### src/inc/pgtm_regs.svh
`ifndef PGTM_REGS_SVH
`define PGTM_REGS_SVH

// Register indices; byte address is four times the index
`define PGTM_IDX_OUT2_RAIL 8'hA8
`define PGTM_IDX_OUT2_MISC 8'hA9
`define PGTM_IDX_OUT3_RAIL 8'hAA
`define PGTM_ADR_W 12

// Rail mask fields
`define PGTM_BIT_LINEAR_A2 7
`define PGTM_BIT_SWITCH_A1 6
`define PGTM_BIT_STEP_DOWN_HI 5
`define PGTM_BIT_STEP_DOWN_LO 0

// Enable-input and miscellaneous mask fields
`define PGTM_BIT_ENABLE_5 7
`define PGTM_BIT_ENABLE_4 6
`define PGTM_BIT_ENABLE_2 5
`define PGTM_BIT_ENABLE_1 4
`define PGTM_BIT_TERMINATION 3
`define PGTM_BIT_SHARED_B2_A1 2
`define PGTM_BIT_SWITCH_B1 1
`define PGTM_BIT_LINEAR_A3 0

// Per-variant reset patterns
`define PGTM_RST_OUT2_RAIL_V0 8'hDF
`define PGTM_RST_OUT2_RAIL_V1 8'hEB
`define PGTM_RST_OUT2_RAIL_V2 8'hDF
`define PGTM_RST_OUT2_RAIL_V3 8'hC0
`define PGTM_RST_OUT2_MISC_V0 8'h3F
`define PGTM_RST_OUT2_MISC_V1 8'hFC
`define PGTM_RST_OUT2_MISC_V2 8'hFF
`define PGTM_RST_OUT2_MISC_V3 8'hC7
`define PGTM_RST_OUT3_RAIL_V0 8'hE0
`define PGTM_RST_OUT3_RAIL_V1 8'h5C
`define PGTM_RST_OUT3_RAIL_V2 8'hF7
`define PGTM_RST_OUT3_RAIL_V3 8'hDF

`endif

### src/inc/pgtm_pkg.sv
package pgtm_pkg;
   // Variant 3 routes the shared contributor from load switch B2
   typedef enum logic [1:0] {
      PGTM_VARIANT_0,
      PGTM_VARIANT_1,
      PGTM_VARIANT_2,
      PGTM_VARIANT_3
   } pgtm_variant_t;

   typedef logic [7:0] pgtm_mask_t;

   typedef enum logic [1:0] {
      PGTM_REG_OUT2_RAIL,
      PGTM_REG_OUT2_MISC,
      PGTM_REG_OUT3_RAIL
   } pgtm_reg_sel_t;
endpackage

### src/hw/pgtm_tree.sv
`timescale 1ns/10ps
module pgtm_tree #(
   parameter int WIDTH = 8
) (
   // Clock and reset
   input wire logic ref_clk_i,
   input wire logic rst_i,
   // Contributors and their exclude bits
   input wire logic [WIDTH-1:0] good_i,
   input wire logic [WIDTH-1:0] exclude_i,
   // Aggregated power good
   output logic pg_o
);
   // Low until the first evaluation so the pin never glitches high out of reset
   always_ff @(posedge ref_clk_i or posedge rst_i) begin
      if (rst_i) begin
         pg_o <= 1'b0;
      end else begin
         pg_o <= &(good_i | exclude_i);
      end
   end
endmodule

### src/hw/pgtm_top.sv
`timescale 1ns/10ps
`include "pgtm_regs.svh"

// Notes on behaviour
// - Output-two rail mask bit 7 includes linear regulator A2 when 0.
// - Output-two rail mask bit 6 includes load switch A1 when 0.
// - Output-two rail mask bits 5..0 gate step-down rails 6..1.
// - Output-two misc mask bits 7..4 gate enable inputs 5,4,2,1.
// - Output-two misc mask bit 3 gates the termination regulator.
// - Misc bit 2 gates switch B2 or linear A1 by variant.
// - Output-two misc mask bit 1 gates load switch B1.
// - Output-two misc mask bit 0 gates linear regulator A3.
// - Output-three rail mask bit 7 gates linear regulator A2.
// - Output-three rail mask bit 6 gates load switch A1.
// - Output-three rail mask bits 5..0 gate step-down rails 6..1.
// - Misc mask at A9h, output-three rail mask at AAh, all bits read/write.
// - Every mask bit loads a variant-specific pattern at reset.
module pgtm_top
   import pgtm_pkg::*;
#(
   parameter pgtm_variant_t VARIANT = PGTM_VARIANT_0
) (
   // Clock and reset
   input wire logic ref_clk_i,
   input wire logic rst_i,
   // Wishbone slave
   input wire logic wb_cyc_i,
   input wire logic wb_stb_i,
   input wire logic wb_we_i,
   input wire logic [`PGTM_ADR_W-1:0] wb_adr_i,
   input wire logic [3:0] wb_sel_i,
   input wire logic [31:0] wb_dat_i,
   output logic [31:0] wb_dat_o,
   output logic wb_ack_o,
   // Power-good contributors, high means good
   input wire logic [5:0] pg_step_down_rail_i,
   input wire logic pg_linear_reg_a1_i,
   input wire logic pg_linear_reg_a2_i,
   input wire logic pg_linear_reg_a3_i,
   input wire logic pg_load_switch_a1_i,
   input wire logic pg_load_switch_b1_i,
   input wire logic pg_load_switch_b2_i,
   input wire logic pg_termination_i,
   // Enable input pin levels
   input wire logic enable_input_1_i,
   input wire logic enable_input_2_i,
   input wire logic enable_input_4_i,
   input wire logic enable_input_5_i,
   // Power-good output pins
   output logic power_good_output_two_o,
   output logic power_good_output_three_o
);

   function automatic pgtm_mask_t reset_value(input pgtm_reg_sel_t sel);
      pgtm_mask_t v;
      v = 8'h00;
      unique case (sel)
         PGTM_REG_OUT2_RAIL: begin
            unique case (VARIANT)
               PGTM_VARIANT_0: v = `PGTM_RST_OUT2_RAIL_V0;
               PGTM_VARIANT_1: v = `PGTM_RST_OUT2_RAIL_V1;
               PGTM_VARIANT_2: v = `PGTM_RST_OUT2_RAIL_V2;
               PGTM_VARIANT_3: v = `PGTM_RST_OUT2_RAIL_V3;
            endcase
         end
         PGTM_REG_OUT2_MISC: begin
            unique case (VARIANT)
               PGTM_VARIANT_0: v = `PGTM_RST_OUT2_MISC_V0;
               PGTM_VARIANT_1: v = `PGTM_RST_OUT2_MISC_V1;
               PGTM_VARIANT_2: v = `PGTM_RST_OUT2_MISC_V2;
               PGTM_VARIANT_3: v = `PGTM_RST_OUT2_MISC_V3;
            endcase
         end
         PGTM_REG_OUT3_RAIL: begin
            unique case (VARIANT)
               PGTM_VARIANT_0: v = `PGTM_RST_OUT3_RAIL_V0;
               PGTM_VARIANT_1: v = `PGTM_RST_OUT3_RAIL_V1;
               PGTM_VARIANT_2: v = `PGTM_RST_OUT3_RAIL_V2;
               PGTM_VARIANT_3: v = `PGTM_RST_OUT3_RAIL_V3;
            endcase
         end
         default: v = 8'h00;
      endcase
      return v;
   endfunction

   function automatic logic [`PGTM_ADR_W-1:0] byte_addr(input logic [7:0] idx);
      return {2'b00, idx, 2'b00};
   endfunction

   localparam pgtm_mask_t OUT2_RAIL_RST = reset_value(PGTM_REG_OUT2_RAIL);
   localparam pgtm_mask_t OUT2_MISC_RST = reset_value(PGTM_REG_OUT2_MISC);
   localparam pgtm_mask_t OUT3_RAIL_RST = reset_value(PGTM_REG_OUT3_RAIL);

   pgtm_mask_t out2_rail_reg;
   pgtm_mask_t out2_misc_reg;
   pgtm_mask_t out3_rail_reg;
   logic ack_reg;
   logic [31:0] rdata_reg;
   logic [31:0] rdata_next;
   logic bus_req;
   logic wr_strobe;
   logic hit_out2_rail;
   logic hit_out2_misc;
   logic hit_out3_rail;
   logic shared_good;
   pgtm_mask_t out2_rail_good;
   pgtm_mask_t out2_misc_good;
   pgtm_mask_t out3_rail_good;

   assign bus_req = wb_cyc_i & wb_stb_i;
   // Write lands on the edge that samples ack, as classic Wishbone expects
   assign wr_strobe = bus_req & wb_we_i & ack_reg & wb_sel_i[0];
   assign hit_out2_rail = (wb_adr_i == byte_addr(`PGTM_IDX_OUT2_RAIL));
   assign hit_out2_misc = (wb_adr_i == byte_addr(`PGTM_IDX_OUT2_MISC));
   assign hit_out3_rail = (wb_adr_i == byte_addr(`PGTM_IDX_OUT3_RAIL));

   // One wait state; ack drops the cycle after it was given
   always_ff @(posedge ref_clk_i or posedge rst_i) begin
      if (rst_i) begin
         ack_reg <= 1'b0;
      end else begin
         ack_reg <= bus_req & ~ack_reg;
      end
   end

   // Unmapped addresses answer with zero and drop writes
   always_comb begin
      rdata_next = 32'h0000_0000;
      if (hit_out2_rail) begin
         rdata_next = {24'h00_0000, out2_rail_reg};
      end else if (hit_out2_misc) begin
         rdata_next = {24'h00_0000, out2_misc_reg};
      end else if (hit_out3_rail) begin
         rdata_next = {24'h00_0000, out3_rail_reg};
      end
   end

   always_ff @(posedge ref_clk_i or posedge rst_i) begin
      if (rst_i) begin
         rdata_reg <= 32'h0000_0000;
      end else if (bus_req & ~ack_reg) begin
         rdata_reg <= rdata_next;
      end else begin
         rdata_reg <= 32'h0000_0000;
      end
   end

   assign wb_ack_o = ack_reg;
   assign wb_dat_o = rdata_reg;

   always_ff @(posedge ref_clk_i or posedge rst_i) begin
      if (rst_i) begin
         out2_rail_reg <= OUT2_RAIL_RST;
      end else if (wr_strobe & hit_out2_rail) begin
         out2_rail_reg <= wb_dat_i[7:0];
      end
   end

   always_ff @(posedge ref_clk_i or posedge rst_i) begin
      if (rst_i) begin
         out2_misc_reg <= OUT2_MISC_RST;
      end else if (wr_strobe & hit_out2_misc) begin
         out2_misc_reg <= wb_dat_i[7:0];
      end
   end

   always_ff @(posedge ref_clk_i or posedge rst_i) begin
      if (rst_i) begin
         out3_rail_reg <= OUT3_RAIL_RST;
      end else if (wr_strobe & hit_out3_rail) begin
         out3_rail_reg <= wb_dat_i[7:0];
      end
   end

   // Contributor vectors laid out bit for bit like their masks
   assign shared_good = (VARIANT == PGTM_VARIANT_3) ? pg_load_switch_b2_i
                                                    : pg_linear_reg_a1_i;

   always_comb begin
      out2_rail_good = 8'h00;
      out2_rail_good[`PGTM_BIT_LINEAR_A2] = pg_linear_reg_a2_i;
      out2_rail_good[`PGTM_BIT_SWITCH_A1] = pg_load_switch_a1_i;
      out2_rail_good[`PGTM_BIT_STEP_DOWN_HI:`PGTM_BIT_STEP_DOWN_LO] = pg_step_down_rail_i;
   end

   always_comb begin
      out2_misc_good = 8'h00;
      out2_misc_good[`PGTM_BIT_ENABLE_5] = enable_input_5_i;
      out2_misc_good[`PGTM_BIT_ENABLE_4] = enable_input_4_i;
      out2_misc_good[`PGTM_BIT_ENABLE_2] = enable_input_2_i;
      out2_misc_good[`PGTM_BIT_ENABLE_1] = enable_input_1_i;
      out2_misc_good[`PGTM_BIT_TERMINATION] = pg_termination_i;
      out2_misc_good[`PGTM_BIT_SHARED_B2_A1] = shared_good;
      out2_misc_good[`PGTM_BIT_SWITCH_B1] = pg_load_switch_b1_i;
      out2_misc_good[`PGTM_BIT_LINEAR_A3] = pg_linear_reg_a3_i;
   end

   // Output three shares the rail layout of output two
   assign out3_rail_good = out2_rail_good;

   pgtm_tree #(
      .WIDTH(16)
   ) u_tree_two (
      .ref_clk_i(ref_clk_i),
      .rst_i(rst_i),
      .good_i({out2_misc_good, out2_rail_good}),
      .exclude_i({out2_misc_reg, out2_rail_reg}),
      .pg_o(power_good_output_two_o)
   );

   pgtm_tree #(
      .WIDTH(8)
   ) u_tree_three (
      .ref_clk_i(ref_clk_i),
      .rst_i(rst_i),
      .good_i(out3_rail_good),
      .exclude_i(out3_rail_reg),
      .pg_o(power_good_output_three_o)
   );
endmodule

### config.mk
export PLATFORM = sky130hd
export DESIGN_NAME = pgtm_top
export DESIGN_NICKNAME = d
export VERILOG_FILES = /design/src/inc/pgtm_pkg.sv /design/src/hw/pgtm_tree.sv /design/src/hw/pgtm_top.sv
export VERILOG_INCLUDE_DIRS = /design/src /design/src/inc
export SDC_FILE = /design/constraint.sdc
export NUM_CORES = 1
export LEC_CHECK = 0
export ABC_AREA = 1
export BUFFER_PORTS_ARGS = -buffer_cell sky130_fd_sc_hd__buf_2
export CAP_MARGIN = 20
export CORE_MARGIN = 2
export CORE_UTILIZATION = 25
export CTS_BUF_LIST = sky130_fd_sc_hd__clkbuf_2 sky130_fd_sc_hd__clkbuf_4 sky130_fd_sc_hd__clkbuf_8
export DETAILED_ROUTE_END_ITERATION = 16
export GPL_TIMING_DRIVEN = 0
export PLACE_DENSITY = 0.53
export SYNTH_ARGS = -nofsm -noshare
export SYNTH_HDL_FRONTEND = slang
export SYNTH_SLANG_ARGS = --single-unit
### constraint.sdc
create_clock -name ref_clk_i -period 2.4 [get_ports ref_clk_i]
set_input_delay 0.24 -clock ref_clk_i [delete_from_list [all_inputs] [get_ports ref_clk_i]]
set_output_delay 0.24 -clock ref_clk_i [all_outputs]
set_load 0.005 [all_outputs]
==> results.sh <==
export IMPL_status="finished clean"
export IMPL_cp_start_kind="register"
export IMPL_fin_hold_ws_ns=0.168
export IMPL_clock_sinks=35
export IMPL_cellPowerDensity_nw_per_um2=455
export IMPL_hold_path_class="in2reg"
export IMPL_grt_pass1_vias=1764
export IMPL_num_rows=33
export IMPL_cts_tree="done"
export IMPL_drv_cap=0
export IMPL_synthToLayoutAreaGrowth_pct=29.2
export IMPL_synth_warning_count=0
export IMPL_rrSetupSlack_ns=0.95
export IMPL_synth_top_area_share=0.227
export IMPL_netlist_instances=262
export IMPL_dieWidth_um=95.5
export IMPL_worstHoldPathCells=3
export IMPL_rsz0062_at_grt="false"
export IMPL_r2r_start="wb_ack_o"
export IMPL_clock_path_buffers=2
export IMPL_cp_arrival_ns=1.66
export IMPL_boundaryPins=105
export IMPL_critPathMaxStageDelay_ns=0.37
export IMPL_drc_errors=0
export IMPL_grt_usage=0.129
export IMPL_routedWlPerCell_um=12.2
export IMPL_fin_crit_sh=0.602
export IMPL_r2r_cells=7
export IMPL_initial_core_util=0.256
export IMPL_clockRootBuffer="clkbuf_8"
export IMPL_ys_seq_area_frac=0.428
export IMPL_final_hold_violation_count=0
export IMPL_fin_cells=452
export IMPL_utilization=0.331
export IMPL_path_class="reg2reg"
export IMPL_grt_ovfl_total=0
export IMPL_viasPerCell=4.07
export IMPL_dpl_cell_count=443
export IMPL_r2r_end="out2_rail_reg[1]"
export IMPL_vias=1839
export IMPL_synth_seq_cells=35
export IMPL_nets=416
export IMPL_p_sw_mw=0.298
export IMPL_tns_ns=0
export IMPL_place_gp_congestion=0.856
export IMPL_antenna_left=0
export IMPL_cts_resized=0
export IMPL_first_pass_iters=4
export IMPL_drive_above_1_share=0.380
export IMPL_report_final_slew_viol_count=0
export IMPL_p_leak_nw=1.43
export IMPL_yosys_top_cells_area="dfrtp_1 23%, dfstp_2 20%, nand2_1 9.7%"
export IMPL_worstMarginPinSlew_ns=0.562
export IMPL_synth_area_um2=2090
export IMPL_fin_ws_ns=0.954
export IMPL_drtIter0Drc=85
export IMPL_intPower_mw=0.934
export IMPL_antenna_found_initial=0
export IMPL_fin_worst_skew_ns=0.00413
export IMPL_clock_power_share=0.398
export IMPL_fp_coreArea_um2=8180
export IMPL_crit_slowest_cell="dfrtp_1"
export IMPL_synth_area_leader_cell="dfrtp_1"
export IMPL_syn_avg_cell_area_um2=7.98
export IMPL_routed_wl_um=5510
export IMPL_grt_max_degree=25
export IMPL_die_height_um=95.5
export IMPL_slew_headroom=0.624
export IMPL_ys_types=26
export IMPL_clk_latency_ns=0.29
export IMPL_critPathRequiredTime_ns=2.62
export IMPL_port_buffers=52
export IMPL_power_frac_seq=0.482
export IMPL_share_comb_of_total_power=0.119
export IMPL_htree_levels=2
export IMPL_holdPathEnd="out3_rail_reg[7]"
export IMPL_setup_viol=0
export IMPL_max_vdd_ir_drop_mv=0.184
export IMPL_dieArea_um2=9120
export IMPL_totalPowerFinal_mw=1.23
export IMPL_crit_fanout=10
export IMPL_fin_area_um2=2700
export IMPL_path_cells="nand3_1, nor2_1, inv_1, nor2_4, buf_6, nand2_1, o21ai_1"
export IMPL_clk_pin_slew_ns=0.07
export IMPL_post_place_ws_ns=0.928
export IMPL_numCtsBuffers=5
export IMPL_place_area_um2=2590
export IMPL_antennaDiodeCount=0
export IMPL_swShare=0.242
export IMPL_hpwl_um=4500
export IMPL_timing_fmax_mhz=692
export IMPL_endpoint_kind="register"
export IMPL_min_period_ns=1.45
export IMPL_grt_first_pass_wirelength_um=8670
export IMPL_min_from="wb_dat_i[7]"
[placed cells by master (no fill, tap or decap), types with 2 or more instances in the layout]
master,n
o21ai_1,2
buf_6,3
a21oi_1,11
o21ai_0,13
clkbuf_8,7
nand3_2,4
dfrtp_1,19
buf_4,24
conb_1,24
inv_1,37
buf_2,53
dfstp_2,16
or2_2,2
nor2_4,5
nand3_1,15
nor3_1,4
nand2_2,2
o22ai_1,6
nor2_1,22
o21ai_2,10
nand2_1,54
o211ai_1,6
[cells by family after synthesis]
family	share of synthesized area
buf+inv	0.176
other cells	0.00179
compound gates	0.144
simple gates	0.251
flops	0.428
[timing repair]
| item | CTS | global route |
|---|---|---|
| buffers inserted | 0 | 0 |
| setup endpoints to repair | 0 | 0 |
| hold buffers | 1 | 0 |
| endpoints found under the hold margin | 10 | 0 |
[Yosys cell counts]
master / count
inv_2: 1
buf_4: 24
buf_6: 3
inv_4: 1
dfrtp_1: 19
nand3_1: 15
inv_1: 37
nor3_2: 1
o21ai_1: 2
nand2_2: 2
dfstp_2: 16
o21ai_0: 13
o21ai_2: 10
buf_2: 1
conb_1: 1
nor3_1: 4
nand2_1: 54
o211ai_1: 6
a21oi_1: 11
nand3_2: 4
nor2_1: 22
nor4_1: 1
nor2_4: 5
o22ai_1: 6
or2_2: 2
nor2_2: 1
[final cells by class]
class                      instances  area [um^2]
buffer                            28          219
clock buffer                       8          104
fill                             897         5470
inverter                          39          149
multi-input combinational        183          915
sequential                        35          896
tap                              105          131
timing repair buffer              54          290
[power groups by stage]
stage	clock, mW	combinational, mW	sequential, mW
6_report	0.491	0.147	0.594
5_1_grt	0.534	0.166	0.593
4_1_cts	0.502	0.148	0.594
3_5_place_dp	0	0.146	0.604
2_1_floorplan	0	0.0827	0.604
3_3_place_gp	0	0.140	0.604
[worst max-delay path by stage]
stage                 from               end  depth (start not counted)
2_1_floorplan     wb_ack_o  out2_rail_reg[5]                          6
3_3_place_gp         rst_i  out2_misc_reg[7]                          2
3_5_place_dp   wb_adr_i[8]       wb_dat_o[3]                          9
4_1_cts           wb_ack_o  out2_rail_reg[1]                          7
5_1_grt           wb_ack_o  out2_rail_reg[1]                          7
6_report          wb_ack_o  out2_rail_reg[1]                          7
[worst max-delay path, delay by kind of cell, from the launching register on]
kind	cells	cell delay (ns)
simple gates	4	0.57
flops	1	0.37
buf+inv	2	0.36
compound gates	1	0.08
[per-layer routing]
metal / wire length, um / global-route usage
met1: 2410 / 0.165
met2: 2520 / 0.213
met3: 488 / 0.0364
met4: 98 / 0.0369
met5: 0 / 0
Note: power is estimated with default switching activity, not from simulation.
